--- config.mk ---
export PLATFORM = sky130hd
export DESIGN_NAME = pwcd_top
export DESIGN_NICKNAME = d
export VERILOG_FILES = /design/src/verilog/pwcd_sync.v /design/src/verilog/pwcd_top.v
export VERILOG_INCLUDE_DIRS = /design/src /design/src/shared
export SDC_FILE = /design/constraint.sdc
export NUM_CORES = 1
export LEC_CHECK = 0
export ABC_AREA = 1
export BUFFER_PORTS_ARGS = -buffer_cell sky130_fd_sc_hd__buf_2
export CAP_MARGIN = 10
export CORE_MARGIN = 4
export CORE_UTILIZATION = 45
export CTS_BUF_LIST = sky130_fd_sc_hd__clkbuf_16
export CTS_CLUSTER_SIZE = 16
export DETAILED_ROUTE_END_ITERATION = 16
export GPL_ROUTABILITY_DRIVEN = 1
export PLACE_DENSITY = 0.62
export SYNTH_ARGS = -nofsm -noshare
export SYNTH_HDL_FRONTEND = slang
export SYNTH_HIERARCHICAL = 1
export SYNTH_SLANG_ARGS = --single-unit
--- constraint.sdc ---
create_clock -name I_CLK -period 2.6 [get_ports I_CLK]
set_clock_uncertainty 0.2 [all_clocks]
set_input_delay 0.39 -clock I_CLK [delete_from_list [all_inputs] [get_ports I_CLK]]
set_output_delay 0.39 -clock I_CLK [all_outputs]
set_load 0.02 [all_outputs]
--- src/shared/pwcd_consts.vh ---
// constants for the potentiometer wiper command decoder
`ifndef PWCD_CONSTS_VH
`define PWCD_CONSTS_VH

// command word layout
`define PWCD_WORD_BITS     16
`define PWCD_CTRL_HI       15
`define PWCD_CTRL_LO       12
`define PWCD_ADDR_HI       11
`define PWCD_ADDR_LO       8
`define PWCD_DATA_HI       7
`define PWCD_DATA_LO       0

// control codes
`define PWCD_OP_NOP        4'h0
`define PWCD_OP_WR_WIPER   4'h1
`define PWCD_OP_WR_PRELOAD 4'h2
`define PWCD_OP_READ       4'h3
`define PWCD_OP_COPY       4'h7
`define PWCD_OP_WR_NV      4'h8
`define PWCD_OP_SW_RESET   4'hB
`define PWCD_OP_SHUTDOWN   4'hC

// readback source select in data bits 1..0
`define PWCD_RD_NV         2'h1
`define PWCD_RD_WIPER      2'h3

// reset values
`define PWCD_NV_RESET      8'h80
`define PWCD_PRELOAD_RESET 8'h00

// frame length checks, in falling clock edges
`define PWCD_FRAME_UNIT    8
`define PWCD_FRAME_MIN     16
`define PWCD_FRAME_MAX     32

// timing
`define PWCD_STORE_TIME_US 18000
`define PWCD_CLK_KHZ       20000

`endif

--- src/verilog/pwcd_sync.v ---
// two-flop synchroniser for a group of pin inputs
`timescale 1ns/1ps
module pwcd_sync #(
  parameter WIDTH = 1,
  parameter [WIDTH-1:0] INIT = {WIDTH{1'b0}}
) (
  // clock and reset
  input  wire             i_clk,
  input  wire             i_reset,
  // asynchronous pins in, synchronous levels out
  input  wire [WIDTH-1:0] i_async,
  output wire [WIDTH-1:0] o_sync
);

  reg [WIDTH-1:0] meta_q;
  reg [WIDTH-1:0] sync_q;

  always @(posedge i_clk) begin
    if (i_reset) begin
      meta_q <= INIT;
      sync_q <= INIT;
    end else begin
      meta_q <= i_async;
      sync_q <= meta_q;
    end
  end

  assign o_sync = sync_q;

endmodule // pwcd_sync

--- src/verilog/pwcd_top.v ---
// command decoder for a single-channel nonvolatile digital potentiometer
`timescale 1ns/1ps
`include "pwcd_consts.vh"
module pwcd_top #(
  parameter POS128       = 0,
  parameter CNT_W        = 19,
  parameter STORE_CYCLES = `PWCD_STORE_TIME_US * `PWCD_CLK_KHZ / 1000
) (
  // clock and reset
  input  wire        I_CLK,
  input  wire        I_RESET,
  // serial link pins
  input  wire        I_SCLK,
  input  wire        I_SYNC_N,
  input  wire        I_SDI,
  output wire        O_SDO_OUT,
  output wire        O_SDO_OE,
  // control pins
  input  wire        I_INTERFACE_SELECT,
  input  wire        I_WIPER_LOAD_N,
  input  wire        I_HW_RESET_N,
  // word from the two-wire front end
  input  wire        I_I2C_WORD_STB,
  input  wire [15:0] I_I2C_WORD,
  output wire        O_I2C_ACK_EN,
  // state
  output wire [7:0]  O_WIPER,
  output wire [7:0]  O_PRELOAD,
  output wire [7:0]  O_NV_VALUE,
  output wire        O_SHUTDOWN,
  output wire        O_BUSY,
  output wire [7:0]  O_READ_DATA,
  output wire        O_READ_VALID,
  output wire        O_FRAME_DROP
);

  ////////////////////////////////////////////////////////////////////////////
  // pin synchronisers

  wire [4:0] pins_sync;

  pwcd_sync #(
    .WIDTH (5),
    .INIT  (5'h1E)
  ) u_sync (
    .i_clk   (I_CLK),
    .i_reset (I_RESET),
    .i_async ({I_HW_RESET_N, I_WIPER_LOAD_N, I_SYNC_N, I_INTERFACE_SELECT, I_SCLK}),
    .o_sync  (pins_sync)
  );

  wire sclk_s     = pins_sync[0];
  wire if_sel_s   = pins_sync[1];
  wire sync_n_s   = pins_sync[2];
  wire load_n_s   = pins_sync[3];
  wire hw_reset_s = ~pins_sync[4];

  reg  sdi_meta_q;
  reg  sdi_q;
  reg  sclk_prev_q;
  reg  sync_prev_q;

  always @(posedge I_CLK) begin
    if (I_RESET) begin
      sdi_meta_q  <= 1'b0;
      sdi_q       <= 1'b0;
      sclk_prev_q <= 1'b0;
      sync_prev_q <= 1'b1;
    end else begin
      sdi_meta_q  <= I_SDI;
      sdi_q       <= sdi_meta_q;
      sclk_prev_q <= sclk_s;
      sync_prev_q <= sync_n_s;
    end
  end

  // edges seen on the system clock; link clock must stay well below 10 MHz
  wire sclk_fall  = sclk_prev_q & ~sclk_s;
  wire sclk_rise  = ~sclk_prev_q & sclk_s;
  wire frame_open = sync_prev_q & ~sync_n_s;
  wire frame_end  = ~sync_prev_q & sync_n_s;
  wire spi_mode   = ~if_sel_s;

  ////////////////////////////////////////////////////////////////////////////
  // helpers

  function [7:0] pwcd_data;
    input [7:0] raw;
    begin
      if (POS128 != 0)
        pwcd_data = {raw[7:1], 1'b0};
      else
        pwcd_data = raw;
    end
  endfunction

  function pwcd_frame_ok;
    input [5:0] cnt;
    begin
      pwcd_frame_ok = (cnt[2:0] == 3'h0) && (cnt >= 6'd`PWCD_FRAME_MIN) && (cnt <= 6'd`PWCD_FRAME_MAX);
    end
  endfunction

  localparam integer     STORE_LAST_I = STORE_CYCLES - 1;
  localparam [CNT_W-1:0] STORE_LAST   = STORE_LAST_I[CNT_W-1:0];

  ////////////////////////////////////////////////////////////////////////////
  // registers

  reg [15:0]      shift_q;
  reg [5:0]       edge_cnt_q;
  reg             sdo_bit_q;
  reg             sdo_oe_q;
  reg [7:0]       wiper_q;
  reg [7:0]       preload_q;
  reg [7:0]       nv_q;
  reg             shutdown_q;
  reg             busy_q;
  reg [CNT_W-1:0] store_cnt_q;
  reg [7:0]       read_data_q;
  reg             read_valid_q;
  reg             frame_drop_q;
  reg             ack_en_q;

  ////////////////////////////////////////////////////////////////////////////
  // command source select

  wire        spi_done  = spi_mode & frame_end & pwcd_frame_ok(edge_cnt_q);
  wire        i2c_done  = ~spi_mode & I_I2C_WORD_STB;
  wire        exec_stb  = (spi_done | i2c_done) & ~busy_q;
  wire [15:0] exec_word = spi_mode ? shift_q : I_I2C_WORD;

  wire [3:0]  op   = exec_word[`PWCD_CTRL_HI:`PWCD_CTRL_LO];
  wire [3:0]  addr = exec_word[`PWCD_ADDR_HI:`PWCD_ADDR_LO];
  wire [7:0]  data = exec_word[`PWCD_DATA_HI:`PWCD_DATA_LO];
  wire [7:0]  dval = pwcd_data(data);

  reg         do_wr_wiper;
  reg         do_wr_pre;
  reg         do_read;
  reg         do_store;
  reg         do_recall;
  reg         do_wr_nv;
  reg         do_sw_reset;
  reg         do_shdn;

  always @* begin
    do_wr_wiper = 1'b0;
    do_wr_pre   = 1'b0;
    do_read     = 1'b0;
    do_store    = 1'b0;
    do_recall   = 1'b0;
    do_wr_nv    = 1'b0;
    do_sw_reset = 1'b0;
    do_shdn     = 1'b0;
    if (exec_stb) begin
      case (op)
        `PWCD_OP_NOP:        do_wr_wiper = 1'b0;
        `PWCD_OP_WR_WIPER:   do_wr_wiper = (addr == 4'h0);
        `PWCD_OP_WR_PRELOAD: do_wr_pre   = (addr == 4'h0);
        `PWCD_OP_READ:       do_read     = (addr[2:0] == 3'h0) &&
                                           (data[1:0] == `PWCD_RD_NV || data[1:0] == `PWCD_RD_WIPER);
        `PWCD_OP_COPY: begin
          do_store  = (addr[1:0] == 2'h0) & data[0];
          do_recall = (addr[1:0] == 2'h0) & ~data[0];
        end
        `PWCD_OP_WR_NV:      do_wr_nv    = (addr == 4'h0);
        `PWCD_OP_SW_RESET:   do_sw_reset = 1'b1;
        `PWCD_OP_SHUTDOWN:   do_shdn     = (addr == 4'h0);
        default:             do_wr_wiper = 1'b0;
      endcase
    end
  end

  wire [7:0] rd_val = (data[1:0] == `PWCD_RD_NV) ? pwcd_data(nv_q) : pwcd_data(wiper_q);

  ////////////////////////////////////////////////////////////////////////////
  // serial shift, frame count and readback output

  always @(posedge I_CLK) begin
    if (I_RESET) begin
      shift_q      <= 16'h0000;
      edge_cnt_q   <= 6'h00;
      sdo_bit_q    <= 1'b1;
      sdo_oe_q     <= 1'b0;
      frame_drop_q <= 1'b0;
    end else begin
      frame_drop_q <= spi_mode & frame_end & ~pwcd_frame_ok(edge_cnt_q);
      if (~spi_mode || sync_n_s) begin
        // counter clears once the frame is over
        edge_cnt_q <= 6'h00;
        sdo_oe_q   <= 1'b0;
      end else begin
        if (sclk_fall) begin
          // older bits fall out the top, which also serves a daisy chain
          shift_q <= {shift_q[14:0], sdi_q};
          if (edge_cnt_q != 6'h3F)
            edge_cnt_q <= edge_cnt_q + 6'h01;
        end
        if (sclk_rise || frame_open) begin
          sdo_bit_q <= shift_q[15];
          sdo_oe_q  <= ~shift_q[15];
        end
      end
      if (spi_mode && do_read)
        shift_q <= {8'h00, rd_val};
    end
  end

  ////////////////////////////////////////////////////////////////////////////
  // wiper, preload, nonvolatile copy and store lock

  always @(posedge I_CLK) begin
    if (I_RESET) begin
      nv_q         <= `PWCD_NV_RESET;
      wiper_q      <= `PWCD_NV_RESET;
      preload_q    <= `PWCD_PRELOAD_RESET;
      shutdown_q   <= 1'b0;
      busy_q       <= 1'b0;
      store_cnt_q  <= {CNT_W{1'b0}};
      read_data_q  <= 8'h00;
      read_valid_q <= 1'b0;
      ack_en_q     <= 1'b1;
    end else begin
      read_valid_q <= do_read;
      if (do_read)
        read_data_q <= rd_val;
      // store timer; no command is taken while it runs
      if (busy_q) begin
        if (store_cnt_q == {CNT_W{1'b0}})
          busy_q <= 1'b0;
        else
          store_cnt_q <= store_cnt_q - {{(CNT_W-1){1'b0}}, 1'b1};
      end
      if (do_store || do_wr_nv) begin
        busy_q      <= 1'b1;
        store_cnt_q <= STORE_LAST;
        nv_q        <= do_store ? pwcd_data(wiper_q) : dval;
      end
      ack_en_q <= ~(busy_q | do_store | do_wr_nv);
      if (do_wr_pre)
        preload_q <= dval;
      if (do_shdn)
        shutdown_q <= data[0];
      if (do_sw_reset)
        shutdown_q <= 1'b0;
      // pins take precedence over a command landing in the same cycle
      if (hw_reset_s)
        wiper_q <= pwcd_data(nv_q);
      else if (~load_n_s)
        wiper_q <= preload_q;
      else if (do_wr_wiper)
        wiper_q <= dval;
      else if (do_recall || do_sw_reset)
        wiper_q <= pwcd_data(nv_q);
    end
  end

  ////////////////////////////////////////////////////////////////////////////
  // outputs

  assign O_SDO_OUT    = 1'b0 & sdo_bit_q;
  assign O_SDO_OE     = sdo_oe_q;
  assign O_I2C_ACK_EN = ack_en_q;
  assign O_WIPER      = wiper_q;
  assign O_PRELOAD    = preload_q;
  assign O_NV_VALUE   = nv_q;
  assign O_SHUTDOWN   = shutdown_q;
  assign O_BUSY       = busy_q;
  assign O_READ_DATA  = read_data_q;
  assign O_READ_VALID = read_valid_q;
  assign O_FRAME_DROP = frame_drop_q;

endmodule // pwcd_top

==> run summary <==
SYNTHESIS
----------------------------------------------------------------------------------------
Synth unique cells                                                                    44
Largest cells by area after synthesis                                       sky130_fd_sc_hd__dfxtp_1 (39%), sky130_fd_sc_hd__nand2_1 (16%), sky130_fd_sc_hd__inv_1 (6.7%)
Mapped Area                                                                     4831 µm²
Share of cell area taken by muxes after synthesis                                     0%
Top cells by instance count after synthesis                                 sky130_fd_sc_hd__nand2_1 (208), sky130_fd_sc_hd__dfxtp_1 (93), sky130_fd_sc_hd__inv_1 (86)
Adder and majority cell fraction of the synthesized area                         0.7770%
Simple-gate share of the synthesized area                                         34.97%
Synthesized-area fraction occupied by ao, oa, aoi and oai cells                   14.12%
Register area share after synthesis                                               38.54%
Most frequent cell after synthesis                                          sky130_fd_sc_hd__nand2_1
Post-synthesis cell count                                                            721
Dominant combinational cell family by area after synthesis                  simple AND/OR/NAND/NOR gates
Ys flop type                                                                sky130_fd_sc_hd__dfxtp_1
Synth area leader                                                           sky130_fd_sc_hd__dfxtp_1
Count of synthesis-stage warnings from yosys                                           6
Count of flip-flops with a built-in enable after synthesis                             0
Share of the synthesized area in the top cell type                                38.54%
Net count after synthesis                                                            749
Synth Area in XOR/XNOR                                                            1.088%
Share of flip-flops with an asynchronous set or reset                                 0%
Post-Syn Area per Cell                                                         6.700 µm²
Register bit count reported by yosys                                                  93

FLOORPLAN
----------------------------------------------------------------------------------------
Number of ports placed on the die boundary                                            64
Cell row count                                                                        37
Die height                                                                      111.6 µm
Starting density of the core                                                      46.59%
Die Area                                                                       12460 µm²
Area of the core                                                               10370 µm²
Chip Width                                                                      111.6 µm

CLOCK TREE
----------------------------------------------------------------------------------------
H-tree levels                                                                          3
CTS buffer count                                                                       9
Worst skew pair latency                                                           340 ps
TritonCTS clock tree                                                                done
Num Clock Sinks                                                                       93
Clk slew on worst S/H paths                                                        70 ps
Number of buffers inserted by hold repair at cts                                       0
Number of buffers on the longest clock path                                            2
Clk root buf                                                                sky130_fd_sc_hd__clkbuf_16

STA
----------------------------------------------------------------------------------------
Final count of negative-setup-slack endpoints                                          0
Part of the cycle the worst path needs                                            89.15%
Final TNS setup                                                                     0 ps
Endpoints failing hold                                                                 0
Final worst path period need                                                     2318 ps
Fin. max-slew vios                                                                     0
Actual slew at the worst max-slew pin                                           563.3 ps
Unrepaired setup endpoints after global routing                                       no
Highest Clock Rate                                                             431.4 MHz
Worst slew slack as a fraction of its limit                                       62.40%

FINISH
----------------------------------------------------------------------------------------
Area used by multi-input combinational logic                                    2465 µm²
Layout cells sized above 1                                                        17.26%
Filler cell count                                                                   1082
Post-Layout Inst Area                                                           5570 µm²
Diodes inserted                                                                        0
Signed area change from the synthesized netlist to the final layout               15.31%
Storage cell area                                                               1862 µm²
Number of nets in the layout                                                         811

GLOBAL ROUTE
----------------------------------------------------------------------------------------
Pin count of the biggest net entering global routing                                  30
Number of global-route vias before repair                                           4325
Wire length of the first global-routing pass                                    21370 µm
Initial antenna violation count                                                        0
Congestion Overflow GR                                                                 0
Global Route Usage Sum                                                            21.07%

SETUP PATH
----------------------------------------------------------------------------------------
Depth of the worst register-to-register path                                          14
Kind of capture point of the worst setup path                                       flop
Critical Path RT                                                                 2690 ps
Critical path launch point type                                                     flop
Endpoint arrival time on the critical path                                       2410 ps
R2r startpoint                                                              edge_cnt_q[0]
Class of the most critical setup path                                       flop to flop
Worst reg2reg endpoint                                                      store_cnt_q[3]
Setup slack, reg-to-reg                                                           280 ps
CP Max Fanout                                                                         12

DRT
----------------------------------------------------------------------------------------
# DRC                                                                                  0
Router iterations before antenna repair                                                6
Routed vias                                                                         4709
Per-cell via count in the routed design                                            5.096
First-iteration detailed-routing DRC count                                           304
DR WL/cell                                                                      14.13 µm
Count of nets left with antenna violations after detail routing                        0
Total wire length                                                               13060 µm

FLOW RUN
----------------------------------------------------------------------------------------
Max-cap violation count                                                                0

PLACE
----------------------------------------------------------------------------------------
Total half-perimeter wirelength after legalization and detailed placement        9705 µm
Total placed instance area                                                      5248 µm²
GP Congestion                                                                     0.8855
Count of port buffers added during placement                                          62

HOLD PATH
----------------------------------------------------------------------------------------
Number of cells on the worst hold path                                                 3
Destination of the worst hold path                                          u_sync/meta_q[3]
Startpoint of the tightest hold check path                                  I_WIPER_LOAD_N
Classification of the worst-slack hold path                                 primary input to flop

POWER AND IR DROP
----------------------------------------------------------------------------------------
Static Leakage                                                                  2.739 nW
Pwr dens                                                                    570.8 nW/µm²
Peak supply drop                                                                321.9 µV

RUN STATUS
----------------------------------------------------------------------------------------
Outcome                                                                     finished clean

[metrics by stage]
| step | setup WS [ps] | total power, mW | util [%] | cells | hold WS (ps) |
|---|---|---|---|---|---|
| 2_1_floorplan | 654.8 | 1.707 | - | 721 | 186.8 |
| 3_3_place_gp | 206.3 | 1.796 | 50.60 | 907 | 195.0 |
| 3_5_place_dp | 204.7 | 1.799 | 50.60 | 907 | 196.7 |
| 4_1_cts | 198.9 | 3.191 | 53.64 | 923 | 17.54 |
| 5_1_grt | 28.67 | 3.308 | 53.72 | 924 | 40.98 |
| 6_report | 282.1 | 3.180 | 53.72 | 924 | 22.39 |
[layer usage]
layer	part of all wire [%]	GRT usage [%]	wire length, µm	vias up
met3	5.5	2.935	722	24
met4	2.3	7.705	304	0
met5	0	0	0	-
met2	47	34.86	6080	137
met1	46	28.08	5952	2136
li1	-	-	-	2412
[report_power, final]
| part | switching, mW | leakage [nW] | internal (mW) | total (mW) |
|---|---|---|---|---|
| Sequential | 0.0191 | 0.754 | 1.45 | 1.47 |
| Combinational | 0.206 | 1.83 | 0.0979 | 0.304 |
| Clock | 0.571 | 0.151 | 0.838 | 1.41 |
| Total | 0.796 | 2.74 | 2.38 | 3.18 |
[critical path, cell delays in order (launching register included)]
cell	delay [ps]
sky130_fd_sc_hd__dfxtp_1	320
sky130_fd_sc_hd__inv_1	90
sky130_fd_sc_hd__ha_1	150
sky130_fd_sc_hd__nand2_1	50
sky130_fd_sc_hd__nor2_1	130
sky130_fd_sc_hd__nand3_1	180
sky130_fd_sc_hd__nand2_1	190
sky130_fd_sc_hd__nand2_1	110
sky130_fd_sc_hd__nor2_1	100
sky130_fd_sc_hd__nand3_1	90
sky130_fd_sc_hd__nand2_2	240
sky130_fd_sc_hd__inv_1	180
sky130_fd_sc_hd__nand3_1	120
sky130_fd_sc_hd__nand2_1	60
sky130_fd_sc_hd__inv_1	40
[flip-flops by register name (all words and copies together) (netlist names)]
name	count
sdi_meta_q	1
O_PRELOAD	8
O_NV_VALUE	8
shift_q	16
u_sync/meta_q	5
sdi_q	1
O_WIPER	8
O_SHUTDOWN	1
O_BUSY	1
sync_prev_q	1
u_sync/o_sync	5
store_cnt_q	19
edge_cnt_q	6
O_FRAME_DROP	1
O_SDO_OE	1
O_I2C_ACK_EN	1
O_READ_DATA	8
sclk_prev_q	1
O_READ_VALID	1
[cells by family (layout without fill, tap and decap cells)]
| logic type | count (synthesis) | in the layout |
|---|---|---|
| flops | 93 | 93 |
| xor+xnor | 6 | 6 |
| other cells | 1 | 1 |
| simple gates | 379 | 379 |
| compound gates | 123 | 123 |
| fa+ha+maj | 3 | 3 |
| buf+inv | 116 | 183 |
[how the worst max path moves through the flow]
stage | start | endpoint | slack [ps] | cells after the start
after global placement | u_sync/o_sync[1] | O_PRELOAD[0] | 210 | 9
final | edge_cnt_q[0] | store_cnt_q[3] | 280 | 14
after CTS | edge_cnt_q[0] | O_PRELOAD[0] | 200 | 11
after global routing | edge_cnt_q[0] | store_cnt_q[3] | 30 | 14
after detailed placement | edge_cnt_q[0] | O_PRELOAD[4] | 200 | 11
after floorplan | store_cnt_q[0] | store_cnt_q[14] | 650 | 12
[placed cells by master (no fill, tap or decap), types with 14 or more instances in the layout]
master	n
sky130_fd_sc_hd__nand2_2	14
sky130_fd_sc_hd__nand2_1	208
sky130_fd_sc_hd__a21oi_1	58
sky130_fd_sc_hd__nand3_1	32
sky130_fd_sc_hd__buf_2	62
sky130_fd_sc_hd__inv_1	85
sky130_fd_sc_hd__nor3_1	16
sky130_fd_sc_hd__o21ai_0	43
sky130_fd_sc_hd__dfxtp_1	93
sky130_fd_sc_hd__nor2_1	74
[final cells by class]
class                   count  area share [%]
multi-input cells         512           44.25
repair buffers             73           7.278
well taps                 136           3.055
inverters                  94           6.334
flip-flops and latches     93           33.42
clock inverters             7           1.617
clock buffers               9           4.043
[repair_timing]
item                       4_1_cts  5_1_grt
setup endpoints to repair        0        9
resized for setup                0        1
hold endpoints to repair         0        0
buffers inserted                 0        1
Power figures use the tool's default switching activity.
